File: src/abu_pkg.sv
package abu_pkg;
    // ----------------------------------------
    // Widths and reset values
    // ----------------------------------------
    localparam int ADDR_W = 16;
    localparam logic [15:0] BRK_ADDR_RST = 16'h0000;
    localparam logic BRK_ENABLE_RST = 1'b0;
    localparam logic BRK_ACTIVE_RST = 1'b0;
    // ----------------------------------------
    // Vector addresses used by the partner
    // ----------------------------------------
    localparam logic [15:0] VEC_NORMAL = 16'hfffc;
    localparam logic [15:0] VEC_MONITOR = 16'hfefc;
    localparam logic [15:0] VEC_ADDR_RST = VEC_NORMAL;

    typedef enum logic [2:0] {
        ABU_IDLE = 3'b001,
        ABU_REQ = 3'b010,
        ABU_BREAK = 3'b100
    } abu_state_e;

    typedef struct packed {
        abu_state_e state;
        logic [15:0] brk_addr;
        logic break_enable_flag;
        logic break_active_flag;
        logic breakpoint_request;
        logic in_break;
        logic [15:0] vector_addr;
    } abu_regs_s;
endpackage : abu_pkg

File: src/abu_break_unit.sv
`timescale 1ns/1ps
// Notes on behaviour
// - Address bus equal to stored break address raises the breakpoint request.
// - Break raised when program address matches full break address.
// - Writing one to the active flag raises a break regardless of address.
// - Return from interrupt in the break routine ends the break state.
// - Address breaks only with enable set; all 16 bits compared.
// - Active flag set on match; cleared by reset or software writing zero.
// - Opcode at break address does not execute until the routine completes.
module abu_break_unit (
    input wire logic sys_clk_i,
    input wire logic resetn_i,
    input wire logic [15:0] cpu_addr_i,
    input wire logic opcode_fetch_i,
    input wire logic monitor_mode_i,
    input wire logic vector_fetch_i,
    input wire logic rti_done_i,
    input wire logic cfg_wr_i,
    input wire logic [15:0] cfg_addr_i,
    input wire logic cfg_enable_i,
    input wire logic cfg_active_i,
    output logic breakpoint_request_o,
    output logic break_active_flag_o,
    output logic break_enable_flag_o,
    output logic in_break_o,
    output logic [15:0] vector_addr_o
);
    abu_pkg::abu_regs_s r;
    abu_pkg::abu_regs_s next_r;
    logic addr_hit;
    logic trig;

    // ----------------------------------------
    // Decode helpers
    // ----------------------------------------
    // Shared by the sequencer and the checks so both agree on the vector choice
    function automatic logic [15:0] vec_for_mode(input logic mon);
        vec_for_mode = mon ? abu_pkg::VEC_MONITOR : abu_pkg::VEC_NORMAL;
    endfunction : vec_for_mode

    function automatic logic addr_match(input logic [15:0] bus_addr, input logic [15:0] stored, input logic en);
        addr_match = en && (bus_addr == stored);
    endfunction : addr_match

    // ----------------------------------------
    // Match and sequencing
    // ----------------------------------------
    // Operand fetches still match; only the opcode is held back by the partner.
    assign addr_hit = addr_match(cpu_addr_i, r.brk_addr, r.break_enable_flag);
    // Software break needs no enable and no match
    assign trig = addr_hit || (cfg_wr_i && cfg_active_i);

    always_comb begin
        next_r = r;
        if (cfg_wr_i) begin
            next_r.brk_addr = cfg_addr_i;
            next_r.break_enable_flag = cfg_enable_i;
            next_r.break_active_flag = cfg_active_i;
        end
        // Hardware set wins over a software clear in the same cycle
        if (addr_hit) begin
            next_r.break_active_flag = 1'b1;
        end
        case (r.state)
            abu_pkg::ABU_IDLE: begin
                if (trig) begin
                    next_r.state = abu_pkg::ABU_REQ;
                    next_r.breakpoint_request = 1'b1;
                    // Latched here so a mode change mid-break cannot move the vector
                    next_r.vector_addr = vec_for_mode(monitor_mode_i);
                end
            end
            abu_pkg::ABU_REQ: begin
                if (vector_fetch_i) begin
                    next_r.state = abu_pkg::ABU_BREAK;
                    next_r.breakpoint_request = 1'b0;
                    next_r.in_break = 1'b1;
                end
            end
            abu_pkg::ABU_BREAK: begin
                // Further matches are ignored until the routine returns
                if (rti_done_i) begin
                    next_r.state = abu_pkg::ABU_IDLE;
                    next_r.in_break = 1'b0;
                end
            end
            default: begin
                next_r.state = abu_pkg::ABU_IDLE;
                next_r.breakpoint_request = 1'b0;
                next_r.in_break = 1'b0;
            end
        endcase
    end

    always_ff @(posedge sys_clk_i or negedge resetn_i) begin
        if (!resetn_i) begin
            r.state <= abu_pkg::ABU_IDLE;
            r.brk_addr <= abu_pkg::BRK_ADDR_RST;
            r.break_enable_flag <= abu_pkg::BRK_ENABLE_RST;
            r.break_active_flag <= abu_pkg::BRK_ACTIVE_RST;
            r.breakpoint_request <= 1'b0;
            r.in_break <= 1'b0;
            r.vector_addr <= abu_pkg::VEC_ADDR_RST;
        end else begin
            r <= next_r;
        end
    end

    // ----------------------------------------
    // Outputs
    // ----------------------------------------
    assign breakpoint_request_o = r.breakpoint_request;
    assign break_active_flag_o = r.break_active_flag;
    assign break_enable_flag_o = r.break_enable_flag;
    assign in_break_o = r.in_break;
    assign vector_addr_o = r.vector_addr;

    // ----------------------------------------
    // Checks
    // ----------------------------------------
    a_match_raises_req: assert property (@(posedge sys_clk_i) disable iff (!resetn_i)
        (addr_hit && r.state == abu_pkg::ABU_IDLE) |=> breakpoint_request_o)
        else $error("match did not raise request");
    a_match_sets_flag: assert property (@(posedge sys_clk_i) disable iff (!resetn_i)
        addr_hit |=> break_active_flag_o)
        else $error("match did not set active flag");
    a_soft_break: assert property (@(posedge sys_clk_i) disable iff (!resetn_i)
        (cfg_wr_i && cfg_active_i && r.state == abu_pkg::ABU_IDLE) |=> breakpoint_request_o)
        else $error("software break lost");
    a_no_match_disabled: assert property (@(posedge sys_clk_i) disable iff (!resetn_i)
        (r.state == abu_pkg::ABU_IDLE && !r.break_enable_flag && !cfg_wr_i) |=> !breakpoint_request_o)
        else $error("break while disabled");
    a_req_held: assert property (@(posedge sys_clk_i) disable iff (!resetn_i)
        (breakpoint_request_o && !vector_fetch_i) |=> breakpoint_request_o)
        else $error("request dropped before ack");
    a_ack_drops_req: assert property (@(posedge sys_clk_i) disable iff (!resetn_i)
        (breakpoint_request_o && vector_fetch_i) |=> (!breakpoint_request_o && in_break_o))
        else $error("ack did not enter break");
    a_rti_ends: assert property (@(posedge sys_clk_i) disable iff (!resetn_i)
        (in_break_o && rti_done_i) |=> !in_break_o)
        else $error("return did not end break");
    a_vector_sel: assert property (@(posedge sys_clk_i) disable iff (!resetn_i)
        (r.state == abu_pkg::ABU_IDLE && addr_hit) |=> (vector_addr_o == vec_for_mode($past(monitor_mode_i))))
        else $error("wrong vector");

    // ----------------------------------------
    // Flag and configuration checks
    // ----------------------------------------
    a_soft_sets_flag: assert property (@(posedge sys_clk_i) disable iff (!resetn_i)
        (cfg_wr_i && cfg_active_i) |=> break_active_flag_o)
        else $error("software break did not set active flag");

    a_flag_soft_clear: assert property (@(posedge sys_clk_i) disable iff (!resetn_i)
        (cfg_wr_i && !cfg_active_i && !addr_hit) |=> !break_active_flag_o)
        else $error("active flag not cleared by write");

    a_flag_cause: assert property (@(posedge sys_clk_i) disable iff (!resetn_i)
        $rose(break_active_flag_o) |-> ($past(addr_hit) || ($past(cfg_wr_i) && $past(cfg_active_i))))
        else $error("active flag set without cause");

    a_enable_written: assert property (@(posedge sys_clk_i) disable iff (!resetn_i)
        cfg_wr_i |=> (break_enable_flag_o == $past(cfg_enable_i)))
        else $error("enable not written");

    a_enable_by_write: assert property (@(posedge sys_clk_i) disable iff (!resetn_i)
        $changed(break_enable_flag_o) |-> $past(cfg_wr_i))
        else $error("enable changed without write");

    a_addr_written: assert property (@(posedge sys_clk_i) disable iff (!resetn_i)
        cfg_wr_i |=> (r.brk_addr == $past(cfg_addr_i)))
        else $error("break address not written");

    // ----------------------------------------
    // Request handshake checks
    // ----------------------------------------
    a_req_cause: assert property (@(posedge sys_clk_i) disable iff (!resetn_i)
        $rose(breakpoint_request_o) |-> $past(trig))
        else $error("request raised without trigger");

    a_idle_quiet: assert property (@(posedge sys_clk_i) disable iff (!resetn_i)
        (!breakpoint_request_o && !in_break_o && !trig) |=> !breakpoint_request_o)
        else $error("request raised while idle");

    a_req_fall_ack: assert property (@(posedge sys_clk_i) disable iff (!resetn_i)
        $fell(breakpoint_request_o) |-> $past(vector_fetch_i))
        else $error("request dropped without ack");

    a_req_excl_break: assert property (@(posedge sys_clk_i) disable iff (!resetn_i)
        breakpoint_request_o |-> !in_break_o)
        else $error("request during break");

    a_break_entry: assert property (@(posedge sys_clk_i) disable iff (!resetn_i)
        $rose(in_break_o) |-> $past(vector_fetch_i))
        else $error("break entered without vector fetch");

    a_break_exit: assert property (@(posedge sys_clk_i) disable iff (!resetn_i)
        $fell(in_break_o) |-> $past(rti_done_i))
        else $error("break left without return");

    // Matches during the routine must not stack a second break
    a_no_retrigger: assert property (@(posedge sys_clk_i) disable iff (!resetn_i)
        (in_break_o && !rti_done_i) |=> !breakpoint_request_o)
        else $error("break retriggered inside routine");

    // ----------------------------------------
    // Vector checks
    // ----------------------------------------
    a_vector_held: assert property (@(posedge sys_clk_i) disable iff (!resetn_i)
        (breakpoint_request_o || in_break_o) |=> $stable(vector_addr_o))
        else $error("vector moved during break");

    a_vector_mode: assert property (@(posedge sys_clk_i) disable iff (!resetn_i)
        $rose(breakpoint_request_o) |-> (vector_addr_o == vec_for_mode($past(monitor_mode_i))))
        else $error("vector does not follow mode");
endmodule : abu_break_unit

File: config.mk
export PLATFORM = sky130hd
export DESIGN_NAME = abu_break_unit
export DESIGN_NICKNAME = d
export VERILOG_FILES = /design/src/abu_pkg.sv /design/src/abu_break_unit.sv
export SDC_FILE = /design/constraint.sdc
export NUM_CORES = 1
export LEC_CHECK = 0
export BUFFER_PORTS_ARGS = -buffer_cell sky130_fd_sc_hd__buf_4
export CORE_ASPECT_RATIO = 1.1
export CORE_MARGIN = 2
export CORE_UTILIZATION = 30
export DETAILED_ROUTE_END_ITERATION = 10
export MAX_ROUTING_LAYER = met4
export SETUP_SLACK_MARGIN = 0.05
export SLEW_MARGIN = 20
export SYNTH_ARGS = -nofsm -noshare
export SYNTH_HDL_FRONTEND = slang
export SYNTH_SLANG_ARGS = --single-unit
File: constraint.sdc
create_clock -name sys_clk_i -period 1.9 [get_ports sys_clk_i]
set_clock_uncertainty 0.15 [all_clocks]
set_input_delay 0.19 -clock sys_clk_i [delete_from_list [all_inputs] [get_ports sys_clk_i]]
set_output_delay 0.19 -clock sys_clk_i [all_outputs]
set_load 0.005 [all_outputs]
# [Yosys cells after proc, flatten, opt, wreduce, memory -nomap -nowiden]
# Index checks and enable logic that the tools add are counted.
[totals] ff_bits=39 wordCells=36
[op_classes] n_eq_ne=7 bitwise=2 n_reduce_logical=8 mux=12
[op_table] cell="$eq A16 B16 Y1" n=1
[op_table] cell="$mux W3" n=3
[op_table] cell="$mux W9" n=1
[op_table] cell="$pmux W3 S3" n=1
[op_table] cell="$reduce_and A3 Y1" n=3
[op_table] cell="$ne A2 B2 Y1 const B" n=3
[op_table] cell="$pmux W1 S3" n=2
[op_table] cell="$mux W1" n=4
[op_table] cell="$eq A3 B1 Y1 const B" n=1
[op_table] cell="$eq A3 B2 Y1 const B" n=1
[op_table] cell="$eq A3 B3 Y1 const B" n=1
[op_table] cell="$logic_and A1 B1 Y1" n=2
[op_table] cell="$mux W2" n=1
[op_table] cell="$not A1 Y1" n=2
[op_table] cell="$reduce_and A2 Y1" n=1
[op_table] cell="$reduce_bool A2 Y1" n=1
[op_table] cell="$logic_or A1 B1 Y1" n=1

# [Longest topological paths before layout]
[logic_depth] depth_word=5 mapped_depth=6 mapped_depth_nobuf=5

# [Worst setup path after synthesis]
# OpenSTA, ideal clock, no wires.
[synth_path] path_kind="reg-to-reg" startpoint="register r[36] in the netlist's numbering" endpoint="register r (netlist bit vector_addr_o[8])" t_arrival_ps=1437 setup_slack_ps=250 period_less_slack_ps=1650 setup_ps=62 stages_incl_launch_ff=7 path_cell_list="dfstp_2 > or3b_1 > buf_2 > nor2_1 > nand4_1 > mux2i_1 > a311o_1"
[synth_between] elab_chain_len=2
[synth_lines] item="from (decl)" line="abu_break_unit.sv:28" rtl="abu_pkg::abu_regs_s r;"
[synth_lines] item="from (signal assigned)" line="abu_break_unit.sv:105" rtl="r <= next_r;"
[synth_lines] item="$eq A3 B1 Y1" line="abu_break_unit.sv:64" rtl="case (r.state)"
[synth_lines] item="$reduce_and A2 Y1 (no source line)"
# No other way between the ends.
# A chain may end at the register's enable or synchronous reset.

# [Worst setup path after layout]
# Ends and elaborated chain as after synthesis.

==> impl_metrics.yaml <==
run_status:
  outcome: "finished clean"
floorplan:
  dieArea_sq_um: 5070
  die_h_microns: 74.5
  core_area_sq_um: 4320
  io_pins: 61
  row_count: 25
  die_w_microns: 68.1
  initial_utilization: 0.314
sta:
  hold_viol_final: 0
  setup_tns_ps: 0
  rsz0062_at_grt: "false"
  drv_slew: 0
  setup_viol: 0
  max_freq_mhz: 580
  period_minus_slack_ps: 1720
  post-route-period-util: 0.908
power:
  p_leak_nw: 0.817
  ir_worst_vdd_mv: 0.356
  p_switching_uw: 296
  p_clk_frac: 0.257
  pwr-share-comb: 0.234
  sw_frac_of_total: 0.251
  power.density_nw_per_um2: 650
  p_int_uw: 882
  seq_power_share: 0.510
synth:
  syn_area_sq_um: 1360
  synthCells: 119
  async_flop_share: 1.00
  ys_seq_area_frac: 0.445
  synth-edff-count: 0
  synth_area_leaders: "dfrtp_1 41%, mux2_2 11%, buf_4 8.9%"
  synth-seq-cells: 24
  ys_types: 33
  ys_warn_count: 0
  yosysTopAreaCell: "dfrtp_1"
  ys.flop_type: "dfrtp_1"
  syn_area_per_cell_sq_um: 11.4
  synth_top_area_share: 0.406
finish:
  filler_cell_count: 420
  finalNonFillerCells: 225
  diodes: 0
  area_growth_pct: 33.7
  multi_input_area_sq_um: 664
  fin_nets: 213
  final_util: 0.420
  drive_above_1_share: 0.409
  register_area_sq_um: 603
placed_design:
  port-buffer-count: 44
  gp_congestion: 0.681
  dpl.hpwl_microns: 2140
  dpl.cell_count: 212
clock_network:
  cts.sinks: 24
  cts_tree: "done"
  htreeDepth: 1
  cts.path.max_buffers: 2
  clockRootBuffer: "clkbuf_8"
  insertion_delay_ps: 260
  clk_pin_slew_ps: 80
  cts_inserted_buffers: 3
hold_path:
  hold_class: "in2reg"
  worstHoldStart: "cfg_addr_i[0]"
  whs_path_depth: 2
setup_path:
  cp-start-kind: "flip-flop"
  worstReg2RegStart: "r[36]"
  critical_path.startpoint: "r[36]"
  path_max_fanout: 8
  r2r_cells: 5
  arrival_ps: 1780
  crit_type: "reg2reg"
  cp.required_ps: 1960
  cp-end-kind: "flip-flop"
global_routing:
  grt_use_met1: 0.140
  grt_use_total: 0.125
  antenna_found_initial: 0
  grt_first_pass_wirelength_microns: 4650
  use_met2: 0.219
  grt_pass1_vias: 1085
  grt_use_met3: 0.0272
  grt_max_degree: 25
  gr-total-overflow: 0
  top_usage_layer: "met2"
detailed_routing:
  drc: 0
  wl_per_cell_microns: 11.9
  via_per_inst: 4.38
  vias: 986
  postRouteAntennaNets: 0
  drt_iter0_drc: 28
  firstDrtPassIters: 4
  finalWirelength_microns: 2690
run:
  cap_violations: 0
final timing paths:
| kind | slack (ps) | to |
|---|---|---|
| setup / recovery | 180 | vector_addr_o[8] |
| hold / removal | 7 | r[20] |
| setup reg to reg | 180 | vector_addr_o[8] |
| hold reg to reg | 360 | r[37] |
| max in group asynchronous | 1100 | r[36] |
| min in group asynchronous | 210 | r[21] |
cells by family (layout without fill, tap and decap cells):
| family | count (synthesis) | count (layout) | share of synthesized area |
|---|---|---|---|
| other cells | 2 | 15 | 0.00554 |
| simple gates | 27 | 27 | 0.127 |
| mux | 18 | 18 | 0.149 |
| compound gates | 12 | 12 | 0.0674 |
| buf+inv | 20 | 59 | 0.102 |
| flops | 24 | 24 | 0.445 |
| xor+xnor | 16 | 16 | 0.103 |
Yosys cell counts (3+ instances only):
library cell,n
nand2_1,3
buf_2,3
xor2_1,4
a21oi_1,3
nand4_1,3
nand3_1,3
nor2_1,6
nand2b_1,3
buf_4,16
mux2_1,4
xnor2_1,12
dfrtp_1,22
mux2_2,13
state kept, by name (all words and copies together) (netlist names):
| register | flops |
|---|---|
| break_active_flag_o | 1 |
| break_enable_flag_o | 1 |
| breakpoint_request_o | 1 |
| in_break_o | 1 |
| r | 19 |
| vector_addr_o | 1 |
metal layers:
layer | share of wire | wire (microns) | up-vias
met5 | 0 | 0 | -
met4 | 0.012 | 32 | 0
met3 | 0.079 | 213 | 4
met2 | 0.52 | 1390 | 42
met1 | 0.39 | 1040 | 464
li1 | - | - | 476
per-stage QoR:
| stage | hold WS (ps) | power (mW) | worst slack, ps | cell area (sq um) |
|---|---|---|---|---|
| 6_report | 6.59 | 1.18 | 176 | 1810 |
| 5_1_grt | 1.18 | 1.26 | 84.3 | 1810 |
| 4_1_cts | 1.62 | 1.20 | 95.2 | 1810 |
| 3_5_place_dp | -36.6 | 0.872 | 120 | 1670 |
| 3_3_place_gp | -42.8 | 0.861 | 180 | 1670 |
| 2_1_floorplan | -256 | 0.776 | 250 | 1400 |
layout make-up:
class | count | share of cell area
multi-input combinational | 88 | 0.367
sequential | 24 | 0.333
tap | 54 | 0.0373
inverter | 1 | 0.00207
timing repair buffer | 54 | 0.236
clock buffer | 4 | 0.0249
power by group through the flow:
stage	Sequential [mW]	Combinational, mW	Clock [mW]
2_1_floorplan	0.603	0.173	0
3_3_place_gp	0.609	0.253	0
3_5_place_dp	0.611	0.261	0
6_report	0.600	0.275	0.302
4_1_cts	0.601	0.277	0.322
5_1_grt	0.609	0.311	0.339
layout by cell type, fill, tap and decap left out, types with 2 or more instances in the layout:
master         netlist  routed
buf_4               16      45
nand3_1              3       3
clkbuf_8             0       3
nor2_1               6       6
conb_1               2      15
o21ai_1              2       2
and2_1               2       2
nand2b_1             3       3
mux2_2              13      13
dfstp_2              2       2
nand2_1              3       3
mux2_1               4       4
dfrtp_1             22      22
xor2_1               4       4
dlygate4sd3_1        0       9
xnor2_1             12      12
nand4_1              3       3
a21oi_1              3       3
repair_timing:
item / 4_1_cts / 5_1_grt
gates resized for setup: 0 / 1
endpoints found under the hold margin: 32 / 0
setup endpoints to repair: 0 / 1
setup buffers: 0 / 0
hold buffers: 9 / 0
worst max-delay path, cell delays in order (launching register included):
cell	delay (ps)
dfstp_2	580
or3b_4	430
nor2_1	120
nand4_1	100
mux2i_1	160
a311o_1	140
Power figures use the tool's default switching activity.
